===== src/hw/bringup_seq_map.vh =====
// Constants for the board bring-up command sequencer
`ifndef BRINGUP_SEQ_MAP_VH
`define BRINGUP_SEQ_MAP_VH
// Adapter channels
`define CH_CTRL 8'h00
`define CH_PIN 8'h02
`define CH_I2C0 8'h03
`define CH_I2C1 8'h04
// Adapter commands
`define CMD_CRB_WR 8'h02
`define CMD_CRC_WR 8'h04
`define CMD_CRD_WR 8'h06
`define CMD_I2C_CTRL_WR 8'h30
`define CMD_DIR_WR 8'h20
`define CMD_PIN_OUT_WR 8'h10
`define CMD_PIN_OUT_RD 8'h11
`define CMD_PIN_IN_RD 8'h01
// Values written
`define VAL_CRB 32'h1c000000
`define VAL_CRC 32'h00000000
`define VAL_CRD 32'h10000000
`define VAL_I2C_CTRL 32'h88000000
`define VAL_DIR 32'h08400638
`define VAL_POWER 32'h08400200
`define VAL_CONFIG_REQ 32'h8c600238
`define VAL_RELEASE 32'h08400238
// Output bit positions
`define BIT_RAIL_HIGH 27
`define BIT_RAIL_LOW 22
`define BIT_FPGA_PWR 9
`define BIT_CFG_LEFT 3
`define BIT_CFG_MID 4
`define BIT_CFG_RIGHT 5
`define BIT_RST_LEFT 21
`define BIT_RST_MID 26
`define BIT_RST_RIGHT 31
// Flash layout, byte addresses
`define FLASH_GOLDEN_BASE 24'h000000
`define FLASH_APP_BASE 24'h800000
// Step count and reply timeout default
`define STEP_COUNT 9
`define TIMEOUT_DEFAULT 24'h00ffff
`endif


===== src/hw/step_rom.v =====
// Command table: channel, command and data for each bring-up step
`timescale 1ns/1ps
`include "bringup_seq_map.vh"

module step_rom (
    input wire [3:0] step_in,    // Step index
    output reg [7:0] chan_out,   // Adapter channel
    output reg [7:0] cmd_out,    // Adapter command
    output reg [31:0] data_out   // Data word, most significant byte first
);
    // Fixed order: control regs, I2C, direction, power, config, release
    always @* begin
        case (step_in)
            4'h0: begin chan_out = `CH_CTRL; cmd_out = `CMD_CRB_WR; data_out = `VAL_CRB; end
            4'h1: begin chan_out = `CH_CTRL; cmd_out = `CMD_CRC_WR; data_out = `VAL_CRC; end
            4'h2: begin chan_out = `CH_CTRL; cmd_out = `CMD_CRD_WR; data_out = `VAL_CRD; end
            4'h3: begin chan_out = `CH_I2C0; cmd_out = `CMD_I2C_CTRL_WR; data_out = `VAL_I2C_CTRL; end
            4'h4: begin chan_out = `CH_I2C1; cmd_out = `CMD_I2C_CTRL_WR; data_out = `VAL_I2C_CTRL; end
            4'h5: begin chan_out = `CH_PIN; cmd_out = `CMD_DIR_WR; data_out = `VAL_DIR; end
            4'h6: begin chan_out = `CH_PIN; cmd_out = `CMD_PIN_OUT_WR; data_out = `VAL_POWER; end
            4'h7: begin chan_out = `CH_PIN; cmd_out = `CMD_PIN_OUT_WR; data_out = `VAL_CONFIG_REQ; end
            default: begin chan_out = `CH_PIN; cmd_out = `CMD_PIN_OUT_WR; data_out = `VAL_RELEASE; end
        endcase
    end
endmodule


===== src/hw/board_bringup_command_sequencer.v =====
// Board bring-up sequencer issuing adapter commands over the external control field
//
// Behaviour
// - I2C value 0x88 means 100 kHz, two bytes, push-pull clock.
// - Every output write carries the full 32-bit value.
// - Read outputs 0x11, inputs 0x01 on 0x02; reply flag then four bytes.
// - Each FPGA loads its stored image when its configuration line activates.
// - Configuration lines of left, middle, right FPGAs are bits 3, 4, 5.
// - Soft resets of left, middle, right FPGAs are bits 21, 26, 31.
// - Golden image at byte 0, application image at byte 0x800000.
// - Flash image boundaries are byte addresses.
`timescale 1ns/1ps
`include "bringup_seq_map.vh"

module board_bringup_command_sequencer (
    input wire core_clk_in,            // 250 MHz clock
    input wire rst_in,                 // Synchronous reset, active high
    input wire start_in,               // Pulse: run full bring-up
    input wire reload_in,              // Pulse: rerun config request and release only
    input wire [23:0] timeout_in,      // Reply timeout in cycles, zero uses default
    input wire cmd_ready_in,           // Frame encoder accepts a command
    input wire reply_valid_in,         // Reply pulse from frame decoder
    input wire [7:0] reply_flag_in,    // Reply error flag byte
    input wire [23:0] flash_addr_in,   // Flash byte address of a proposed write
    input wire [23:0] flash_end_in,    // Application image end byte address
    output wire cmd_valid_out,         // Command waiting to be taken
    output reg [7:0] cmd_chan_out,     // Adapter channel of command
    output reg [7:0] cmd_code_out,     // Adapter command code
    output reg [31:0] cmd_data_out,    // Command data, full 32-bit word
    output reg [31:0] pin_shadow_out,  // Shadow of last written output word
    output wire busy_out,              // Sequence in progress
    output reg done_out,               // Sequence completed
    output reg error_out,              // Sequence stopped on error
    output reg timeout_err_out,        // Error was a timeout
    output reg [7:0] err_flag_out,     // Flag byte of failing reply
    output reg [3:0] err_step_out,     // Step that failed
    output wire flash_write_ok_out     // Address lies inside application window
);
    // ****************************************
    // State machine codes
    // ****************************************
    localparam [3:0] S_IDLE = 4'b0001;
    localparam [3:0] S_SEND = 4'b0010;
    localparam [3:0] S_WAIT = 4'b0100;
    localparam [3:0] S_STOP = 4'b1000;
    // Index of the last step; a good reply to it ends the run
    localparam integer LAST_STEP_INT = `STEP_COUNT - 1;
    localparam [3:0] LAST_STEP = LAST_STEP_INT[3:0];

    // ****************************************
    // State, step and table outputs
    // ****************************************
    reg [3:0] state_r;
    reg [3:0] state_nxt;
    reg [3:0] step_r;
    reg [3:0] step_nxt;
    reg [23:0] wait_cnt_r;
    wire [7:0] rom_chan;
    wire [7:0] rom_cmd;
    wire [31:0] rom_data;
    wire [23:0] limit;

    // ****************************************
    // Command table
    // ****************************************
    step_rom u_rom (
        .step_in(step_nxt),
        .chan_out(rom_chan),
        .cmd_out(rom_cmd),
        .data_out(rom_data)
    );

    // Zero timeout selects the default limit
    assign limit = (timeout_in == 24'h000000) ? `TIMEOUT_DEFAULT : timeout_in;
    // Valid and busy are plain decodes of the state
    assign cmd_valid_out = (state_r == S_SEND);
    assign busy_out = (state_r == S_SEND) || (state_r == S_WAIT);
    // Only the application half is writable remotely
    assign flash_write_ok_out = (flash_addr_in >= `FLASH_APP_BASE) &&
                                (flash_addr_in <= flash_end_in);

    // ****************************************
    // Next state
    // ****************************************
    always @* begin
        state_nxt = state_r;
        case (state_r)
            S_IDLE: begin
                if (start_in || reload_in) begin
                    state_nxt = S_SEND;
                end
            end
            S_SEND: begin
                if (cmd_ready_in) begin
                    state_nxt = S_WAIT;
                end
            end
            S_WAIT: begin
                // Next command only after this reply
                if (reply_valid_in) begin
                    if (reply_flag_in != 8'h00) begin
                        state_nxt = S_STOP;
                    end else if (step_r == LAST_STEP) begin
                        state_nxt = S_IDLE;
                    end else begin
                        state_nxt = S_SEND;
                    end
                end else if (wait_cnt_r >= limit) begin
                    state_nxt = S_STOP;
                end
            end
            S_STOP: begin
                if (start_in || reload_in) begin
                    state_nxt = S_SEND;
                end
            end
            default: state_nxt = S_IDLE;
        endcase
    end

    // ****************************************
    // Step to be sent next
    // ****************************************
    // The table is read with the coming step, so its word is ready as SEND is entered
    always @* begin
        step_nxt = step_r;
        if ((state_r == S_IDLE || state_r == S_STOP) && (start_in || reload_in)) begin
            // Reload repeats only config request and release
            step_nxt = start_in ? 4'h0 : 4'h7;
        end else if (state_r == S_WAIT && reply_valid_in && reply_flag_in == 8'h00 && step_r != LAST_STEP) begin
            // A good reply to any step but the last moves on by one
            step_nxt = step_r + 4'h1;
        end
    end

    // ****************************************
    // Command word and output shadow
    // ****************************************
    // Whole word latched once on entry to SEND, so it stands unchanged until taken
    always @(posedge core_clk_in) begin
        if (rst_in) begin
            cmd_chan_out <= 8'h00;
            cmd_code_out <= 8'h00;
            cmd_data_out <= 32'h00000000;
            pin_shadow_out <= 32'h00000000;
        end else begin
            // Entry from IDLE, STOP or WAIT; the table already shows the coming step
            if (state_nxt == S_SEND && state_r != S_SEND) begin
                cmd_chan_out <= rom_chan;
                cmd_code_out <= rom_cmd;
                cmd_data_out <= rom_data;
            end
            // Shadow follows every output word that the encoder takes
            if (state_r == S_SEND && cmd_ready_in &&
                cmd_chan_out == `CH_PIN && cmd_code_out == `CMD_PIN_OUT_WR) begin
                pin_shadow_out <= cmd_data_out;
            end
        end
    end

    // ****************************************
    // Sequencing registers
    // ****************************************
    always @(posedge core_clk_in) begin
        if (rst_in) begin
            state_r <= S_IDLE;
            step_r <= 4'h0;
            wait_cnt_r <= 24'h000000;
            done_out <= 1'b0;
            error_out <= 1'b0;
            timeout_err_out <= 1'b0;
            err_flag_out <= 8'h00;
            err_step_out <= 4'h0;
        end else begin
            state_r <= state_nxt;
            step_r <= step_nxt;
            if ((state_r == S_IDLE || state_r == S_STOP) && (start_in || reload_in)) begin
                // A new run clears the done and error flags of the last one; err_flag_out and err_step_out keep their values
                done_out <= 1'b0;
                error_out <= 1'b0;
                timeout_err_out <= 1'b0;
            end
            if (state_r == S_SEND) begin
                // Reply wait counter starts afresh for each command
                wait_cnt_r <= 24'h000000;
            end
            if (state_r == S_WAIT) begin
                wait_cnt_r <= wait_cnt_r + 24'h000001;
                if (reply_valid_in && reply_flag_in == 8'h00) begin
                    if (step_r == LAST_STEP) begin
                        done_out <= 1'b1;
                    end
                end else if (reply_valid_in) begin
                    error_out <= 1'b1;
                    err_flag_out <= reply_flag_in;
                    err_step_out <= step_r;
                end else if (wait_cnt_r >= limit) begin
                    error_out <= 1'b1;
                    timeout_err_out <= 1'b1;
                    err_step_out <= step_r;
                end
            end
        end
    end

endmodule


===== config.mk =====
export PLATFORM = sky130hd
export DESIGN_NAME = board_bringup_command_sequencer
export DESIGN_NICKNAME = d
export VERILOG_FILES = /design/src/hw/step_rom.v /design/src/hw/board_bringup_command_sequencer.v
export VERILOG_INCLUDE_DIRS = /design/src /design/src/hw
export SDC_FILE = /design/constraint.sdc
export NUM_CORES = 1
export LEC_CHECK = 0
export ABC_AREA = 1
export BUFFER_PORTS_ARGS = -buffer_cell sky130_fd_sc_hd__buf_2
export CAP_MARGIN = 20
export CORE_MARGIN = 4
export CORE_UTILIZATION = 50
export DETAILED_ROUTE_END_ITERATION = 8
export PLACE_DENSITY = 0.86
export REMOVE_ABC_BUFFERS = 1
export SYNTH_ARGS = -nofsm -noshare
export SYNTH_HDL_FRONTEND = slang
export SYNTH_SLANG_ARGS = --single-unit

===== constraint.sdc =====
create_clock -name core_clk_in -period 3.7 [get_ports core_clk_in]
set_input_delay 0.74 -clock core_clk_in [delete_from_list [all_inputs] [get_ports core_clk_in]]
set_output_delay 0.74 -clock core_clk_in [all_outputs]
set_load 0.01 [all_outputs]

Yosys cells after proc, flatten, opt, wreduce, memory -nomap -nowiden
Memory sizes are Yosys's and may differ from the RTL's.
Cells that the tools add are included.
{"block": "word_totals", "register_bits": 127, "latchBits": 0, "mem_bits_rw": 0, "rom_bits": 144, "input_bits": 86, "out_inout_bits": 98, "elab_cells": 80, "mem_count": 1}
{"name": "(no name shown)", "words": 8, "word_bits": 18, "rd": 1, "rd_clocked_by_memory_dff": 0, "wr": 0, "line_no": "step_rom.v:13", "source": "case (step_in)"}
{"block": "op_classes", "addsub": 2, "multipliers": 0, "div": 0, "n_lt_le_gt_ge": 3, "n_eq_ne": 10, "shift": 0, "muxes": 30, "bitwise": 1, "n_reduce_logical": 21}
{"operator": "24-bit 2-to-1 mux", "count": 3}
{"operator": "48-bit 2-to-1 mux", "count": 1}
{"operator": "4-bit 2-to-1 mux", "count": 9}
{"operator": "24-bit by 1-bit adder with 24-bit output (second input constant)", "count": 1}
{"operator": "24-bit >= comparator", "count": 1}
{"operator": "24-bit >= comparator (second input constant)", "count": 1}
{"operator": "24-bit less-or-equal comparator", "count": 1}
{"operator": "24-bit logical NOT", "count": 1}
{"operator": "1-bit 2-to-1 mux", "count": 14}
{"operator": "4-bit case mux with 3 select lines", "count": 1}
{"operator": "1-bit logical AND", "count": 10}
{"operator": "4-bit by 2-bit equality test with 1-bit output (second input constant)", "count": 2}
{"operator": "4-bit equality test (second input constant)", "count": 2}
{"operator": "8-bit by 2-bit equality test with 1-bit output (second input constant)", "count": 1}
{"operator": "8-bit by 5-bit equality test with 1-bit output (second input constant)", "count": 1}
{"operator": "8-bit logical NOT", "count": 1}
{"operator": "8-bit nonzero test", "count": 1}
{"operator": "3-bit AND reduction", "count": 2}
{"operator": "4-bit by 1-bit adder with 4-bit output (second input constant)", "count": 1}
{"operator": "4-bit by 1-bit equality test with 1-bit output (second input constant)", "count": 1}
{"operator": "4-bit by 3-bit equality test with 1-bit output (second input constant)", "count": 1}
{"operator": "4-bit by 2-bit inequality test with 1-bit output (second input constant)", "count": 1}
{"operator": "4-bit inequality test (second input constant)", "count": 1}
{"operator": "2-bit nonzero test", "count": 2}
{"operator": "other kinds (5)", "count": 7}

Longest topological paths before layout
Gate-level depths: netlist of run 1.
{"block": "logic_depth", "ltp_word": 8, "mapped_depth": 19, "depth_no_buf": 18}

By module
From an unflattened synthesis of run 1, not the netlist that was laid out.
{"block": "hier_totals", "hier_cells": 1027, "hier_area_um2": 7797.5}
{"mod": "board_bringup_command_sequencer", "n_inst": 1, "cells_per_inst": 953, "area_each_um2": 7329.5, "seq_area_each_um2": 2542.4}
{"mod": "step_rom", "n_inst": 1, "cells_per_inst": 74, "area_each_um2": 467.9, "seq_area_each_um2": 0.0}

Worst setup path before layout of run 1
Ideal clock, no wire load.
{"block": "synth_timing", "path_type": "input port to flip-flop", "start": "input timeout_in[10]", "end": "register err_step_out[0]", "setup_time_ps": 115, "t_arrival_ps": 2818, "required_ps": 3585, "setup_slack_ps": 767, "cell_stages": 16, "n_path_buf": 1, "cell_sequence": "inv_1 nand3_1 nor4_1 nand4_1 clkbuf_1 nand2_1 inv_1 ha_1 a21oi_1 o21ai_0 nand2_1 a21oi_1 nor2_1 nand3_1 a21oi_1 nor2_1"}
{"block": "synth_between", "elab_chain_len": 5}
{"element": "from (decl)", "line_no": "board_bringup_command_sequencer.v:20", "source": "input wire [23:0] timeout_in,"}
{"element": "24-bit logical NOT", "line_no": "board_bringup_command_sequencer.v:74", "source": "assign limit = (timeout_in == 24'h000000) ? `TIMEOUT_DEFAULT : timeout_in;"}
{"element": "24-bit 2-to-1 mux (*)", "line_no": "board_bringup_command_sequencer.v:74"}
{"element": "24-bit >= comparator (*)", "line_no": "board_bringup_command_sequencer.v:197", "source": "end else if (wait_cnt_r >= limit) begin"}
{"element": "2-bit nonzero test (no source line) (*)"}
{"element": "3-bit AND reduction (no source line) (*)"}
{"element": "to (signal assigned)", "line_no": "board_bringup_command_sequencer.v:196", "source": "err_step_out <= step_r;"}
{"element": "to (signal assigned)", "line_no": "board_bringup_command_sequencer.v:200", "source": "err_step_out <= step_r;"}
{"element": "to (decl)", "line_no": "board_bringup_command_sequencer.v:36", "source": "output reg [3:0] err_step_out,"}
Mark *: on every way between the ends. The rest lies on a longest branch, timed or not.
A chain may end at the register's enable or synchronous reset.

Worst setup path in the final report of run 1
{"block": "layout_timing", "start": "input timeout_in[23]", "end": "register err_step_out[3]"}
The elaborated chain is that of the path after synthesis.

==> impl_metrics.tcl, run 1 <==
set metrics [dict create \
    syn_inst 748 \
    synth_cell_type_count 50 \
    synth-seq-area-share_pct 26.5 \
    holdWs_ns 0.441 \
    fin_skew_ns 0.00744 \
    post_cts_buffers 0 \
    io_buffers 132 \
    tritoncts "built" \
    clockBufferDepth 2 \
    final_util_pct 59.4 \
    fin_crit_sh_pct 84.8 \
    finalSetupViolCount 0 \
    ant_nets 0 \
    layout-drive-gt1-share_pct 20.8 \
    root_buffer "clkbuf_8" \
    critical_path_buf_inv_count 4 \
    finalCriticalPeriod_ns 3.14 \
    async_reset_ff_share_pct 0 \
    power_density_mw_per_mm2 311 \
    clk_pin_slew_worst_paths_ns 0.07 \
    crit_path_end_kind "flop" \
    hold_violations 0 \
    antenna_found_initial 0 \
    hp-class "reg2reg" \
    post_cts_resized 0 \
    grt_pass1_vias 4386 \
    wl_per_cell_um 12.1 \
    power.total_w 0.00184 \
    grt_pass1_wl_um 19500 \
    timing.rr.start "step_r[0]" \
    outcome "complete, no violations" \
    grt_max_degree 44 \
    drc 0 \
    clk_latency_ns 0.34 \
    cap_violations 0 \
    die-area_mm2 0.0121 \
    synthToLayoutAreaGrowth_pct 13.7 \
    overflow 0 \
    drv_slew 0 \
    final_cell_mix "132 x buf_2, 121 x nand2_1, 113 x inv_1, 74 x nor2_1, 69 x dfxtp_1" \
    cp-endpoint "err_step_out[3]" \
    rsz0062_at_grt "false" \
    rows 36 \
    max_stage_delay_ns 0.41 \
    layout_setup_ws_ns 0.562 \
    slowest_stage "nor4_1" \
    cts-buffers-inserted 9 \
    cp_top_family "simple AND/OR/NAND/NOR gates" \
    worst_pin_slew_ns 0.639 \
    crit_required_ns 3.94 \
    layout_commonest_cell "buf_2" \
    rr_endpoint "cmd_data_out[27]" \
    syn_area_per_cell_um2 6.96 \
    coreArea_mm2 0.00995 \
    drtPass1Iterations 4 \
    clock-sinks 69 \
    synth-warning-count 0 \
    synthFlopType "dfxtp_1" \
    grt.total_usage_pct 19.9 \
    synth_edf_count 0 \
    final_nets 1013 \
    n_fill_cell 970 \
    r2r_cells 12 \
    syn-cell-area_mm2 0.00520 \
    wl_um 12200 \
    crit_cells 18 \
    power.leakage_nw 3.13 \
    drt_iter0_drc 289 \
    max_freq_mhz 319 \
    crit_type "in2reg" \
    cp_common_cell "nand2_1" \
    startpoint_type "primary input" \
    die_height_um 110 \
    ff2ff_setup_slack_ns 1.36 \
    slew_headroom_pct 57.1 \
    startpoint "timeout_in[23]" \
    arrival_ns 3.37 \
    crit_chain "buf_2 > inv_1 > nand4_1 > nor4_1 > nand4_1 > buf_4 > nand2_1 > inv_1 > ha_1 > nand2_1 > nor2_1 > nand3_1 > nor3_1 > nand2_1 > nand3_1 > nand3_1 > nand2_1 > nor2_1" \
    die_w_um 110 \
    ir_drop_mv 0.326 \
    dp_slack_ns 0.172 \
    dp_hpwl_um 9570 \
    fin_tns_setup_ns 0 \
    synth-seq-cells 69 \
    place_congestion 0.848 \
    crit_path_max_fanout 16 \
    initial_utilization_pct 52.3 \
    avgViaCountPerCell 4.89 \
    htreeDepth 3 \
    num_vias 4928 \
    ios 184 \
    cts_hold_buf 0 \
    antenna_cells 0 \
]
[synthesized netlist by cell type (3+ instances only)]
library cell | n | share of area, %
a211oi_1 | 3 | 0.43
a21oi_1 | 63 | 6.1
a22oi_1 | 3 | 0.43
buf_2 | 3 | 0.29
buf_4 | 58 | 8.4
clkbuf_1 | 8 | 0.58
dfxtp_1 | 69 | 27
ha_1 | 56 | 13
inv_1 | 113 | 8.1
inv_2 | 3 | 0.22
nand2_1 | 121 | 8.7
nand2_2 | 7 | 0.84
nand3_1 | 37 | 3.6
nand3_2 | 3 | 0.58
nand3b_1 | 4 | 0.58
nand4_1 | 20 | 2.4
nor2_1 | 74 | 5.3
nor2_2 | 5 | 0.60
nor2_4 | 3 | 0.65
nor3_1 | 11 | 1.1
nor4_1 | 5 | 0.60
o211ai_1 | 3 | 0.43
o21ai_0 | 42 | 4.0
[flip-flops by register name, indices dropped and copies added, names as in the netlist]
register / cells
cmd_chan_out: 3
cmd_code_out: 4
cmd_data_out: 7
done_out: 1
err_flag_out: 8
err_step_out: 4
error_out: 1
pin_shadow_out: 8
state_r: 4
step_r: 4
timeout_err_out: 1
wait_cnt_r: 24
[logic make-up (layout without fill, tap and decap cells)]
group / after synthesis / after routing / share of synthesized area (%)
flops: 69 / 69 / 26.5
fa+ha+maj: 56 / 56 / 13.5
other cells: 1 / 51 / 0.0720
simple gates: 301 / 301 / 27.2
xor+xnor: 2 / 2 / 0.337
buf+inv: 189 / 266 / 18.2
compound gates: 130 / 130 / 14.2
[layout make-up]
class	instances	area (um2)	area share [%]
Multi-Input combinational cell	540	3060	51.8
Inverter	116	435	7.36
Clock inverter	1	5.00	0.0846
Timing Repair Buffer	135	691	11.7
Clock buffer	14	173	2.92
Tap cell	133	166	2.81
Sequential cell	69	1380	23.4
[routing by layer]
| metal | vias to the layer above | global-route usage [%] | wire length, um |
|---|---|---|---|
| met4 | 0 | 4.01 | 63 |
| li1 | 2590 | - | - |
| met2 | 128 | 33.2 | 5880 |
| met5 | - | 0 | 0 |
| met1 | 2205 | 26.3 | 5510 |
| met3 | 5 | 4.37 | 772 |
[how the worst min path moves through the flow]
| stage | slack [ns] | from | cells after the start | to |
|---|---|---|---|---|
| 2_1_floorplan | 0.46 | wait_cnt_r[22] | 2 | wait_cnt_r[22] |
| 3_3_place_gp | 0.43 | pin_shadow_out[28] | 2 | pin_shadow_out[28] |
| 3_5_place_dp | 0.43 | pin_shadow_out[28] | 2 | pin_shadow_out[28] |
| 4_1_cts | 0.44 | pin_shadow_out[28] | 2 | pin_shadow_out[28] |
| 5_1_grt | 0.48 | err_flag_out[6] | 2 | err_flag_out[6] |
| 6_report | 0.44 | pin_shadow_out[28] | 2 | pin_shadow_out[28] |
[per-stage QoR]
stage | instance area, um2 | instances
after global routing | 5920 | 1008
final | 5920 | 1008
after CTS | 5900 | 1007
after detailed placement | 5720 | 992
after global placement | 5720 | 992
after floorplan | 4880 | 725
[tightest hold or removal path, stage by stage, from the launching register on]
cell     delay (ns)
dfxtp_1        0.31
nand2_1        0.06
nor2_1         0.04
[where the power goes]
group          internal [W]  total [W]  switching [W]
clock              0.000295   0.000566       0.000271
combinational      0.000175   0.000464       0.000289
sequential         0.000781   0.000812      0.0000308
total               0.00125    0.00184       0.000591
(Power assumes the default switching activity.)
==> run 2: changes to the inputs <==
clock period = 3.3 ns   (was 3.7 ns; I/O delays follow)
==> impl_metrics.tcl, run 2 (synthesis results as in run 1) <==
set metrics [dict create \
    seqPwrFrac_pct 43.3 \
    layout_commonest_cell "buf_2" \
    post_cts_buffers 0 \
    startpoint_type "primary input" \
    die_w_um 110 \
    power_frac_clock_pct 32.2 \
    fin_crit_sh_pct 90.6 \
    avgViaCountPerCell 4.86 \
    finalSetupViolCount 0 \
    top_regs "wait_cnt_r: 24 flops, err_flag_out: 8 flops, pin_shadow_out: 8 flops" \
    ant_nets 0 \
    crit_type "in2reg" \
    grt_max_degree 29 \
    place_area_mm2 0.00575 \
    power.leakage_nw 3.16 \
    max_freq_mhz 334 \
    num_vias 4918 \
    grt_pass1_vias 4340 \
    final_cell_mix "132 x buf_2, 121 x nand2_1, 113 x inv_1, 74 x nor2_1, 69 x dfxtp_1" \
    grt_pass1_wl_um 19400 \
    crit_path_max_fanout 16 \
    p_comb_share_pct 24.5 \
    arrival_ns 3.22 \
    io_buffers 132 \
    overflow 0 \
    timing.rr.start "step_r[0]" \
    clockBufferDepth 2 \
    hold_violations 0 \
    layout-drive-gt1-share_pct 21.3 \
    htreeDepth 3 \
    wl_per_cell_um 11.8 \
    rows 36 \
    root_buffer "clkbuf_8" \
    slew_headroom_pct 58.1 \
    crit_path_end_kind "flop" \
    largest_reg_flops 24 \
    cts_hold_buf 0 \
    finalNonFillerCells 1012 \
    worst_pin_slew_ns 0.623 \
    dp_hpwl_um 9490 \
    holdWs_ns 0.442 \
    grt.total_usage_pct 19.7 \
    drt_iter0_drc 258 \
    largest-register "wait_cnt_r" \
    place_congestion 0.839 \
    power_density_mw_per_mm2 354 \
    drv_slew 0 \
    fin_skew_ns 0.00789 \
    power_switching_w 0.000665 \
    die_height_um 110 \
    tritoncts "built" \
    post_cts_resized 0 \
    hp-class "reg2reg" \
    finalCriticalPeriod_ns 2.99 \
    clock-sinks 69 \
    dp.cells 996 \
    final_util_pct 59.7 \
    final_nets 1016 \
    antenna_found_initial 0 \
    cap_violations 0 \
    antenna_cells 0 \
    drtPass1Iterations 5 \
    clk_pin_slew_worst_paths_ns 0.07 \
    rsz0062_at_grt "false" \
    power.internal_w 0.00144 \
    coreArea_mm2 0.00995 \
    p_sw_share_pct 31.6 \
    initial_utilization_pct 52.3 \
    synthToLayoutAreaGrowth_pct 14.2 \
    crit_required_ns 3.53 \
    power.total_w 0.00210 \
    min_from "pin_shadow_out[28]" \
    n_fill_cell 919 \
    drc 0 \
    wl_um 12000 \
    startpoint "timeout_in[23]" \
    clk_latency_ns 0.34 \
    outcome "complete, no violations" \
    ir_drop_mv 0.320 \
    cts-buffers-inserted 9 \
    fin_area_mm2 0.00594 \
    ios 184 \
    die-area_mm2 0.0121 \
]
run 2: cell count changes in the layout (fill, tap and decap cells not counted):
cell,previous run,this run
buf_4,2,6
buf_8,1,0
bufinv_16,0,1
clkbuf_1,2,1
clkbuf_8,12,10
clkinv_2,1,4
run 2: worst max-delay path, stage by stage:
cell and delay [ns]:
buf_2 0.10, inv_1 0.06, nand4_1 0.15, nor4_1 0.36, nand4_1 0.14, buf_4 0.21, nand2_1 0.07, inv_1 0.04
ha_1 0.30, a21oi_1 0.15, o21ai_0 0.09, nand2_1 0.06, a21oi_1 0.07, nor2_1 0.18, nand3_1 0.29, a21oi_1 0.22
nor2_1 0.06
run 2: area by class of cell:
cell class / instances / area (um2) / share of cell area (%)
repair buffers: 138 / 706 / 11.9
clock inverters: 5 / 50.0 / 0.842
well taps: 133 / 166 / 2.80
inverters: 116 / 435 / 7.32
flip-flops and latches: 69 / 1380 / 23.2
clock buffers: 11 / 141 / 2.38
multi-input cells: 540 / 3060 / 51.5
run 2: power groups by stage:
stage               clock network (W)  logic, W  registers [W]
finish                       0.000677  0.000515       0.000910
global route                 0.000725  0.000588       0.000916
CTS                          0.000687  0.000516       0.000910
detailed placement                  0  0.000512       0.000929
global placement                    0  0.000504       0.000928
floorplan                           0  0.000318       0.000944
run 2: path summary, 6_finish.rpt:
kind                         to  slack, ns  cells after the start
max             err_step_out[0]       0.31                     17
min          pin_shadow_out[28]       0.44                      2
max reg2reg    cmd_data_out[27]       1.07                     12
min reg2reg  pin_shadow_out[28]       0.44                      2
run 2: routing by layer:
layer / track usage (%) / wire (um) / up-vias
met5: 0 / 0 / -
met4: 4.54 / 65 / 0
met3: 3.26 / 869 / 5
met2: 33.3 / 5710 / 160
met1: 26.3 / 5350 / 2155
li1: - / - / 2598
run 2: per-stage QoR:
stage,setup slack [ns],TNS (ns)
after floorplan,0.428,0
after global placement,0.0310,0
after detailed placement,-0.0989,-0.535
after CTS,0.261,0
after global routing,0.0502,0
final,0.310,0
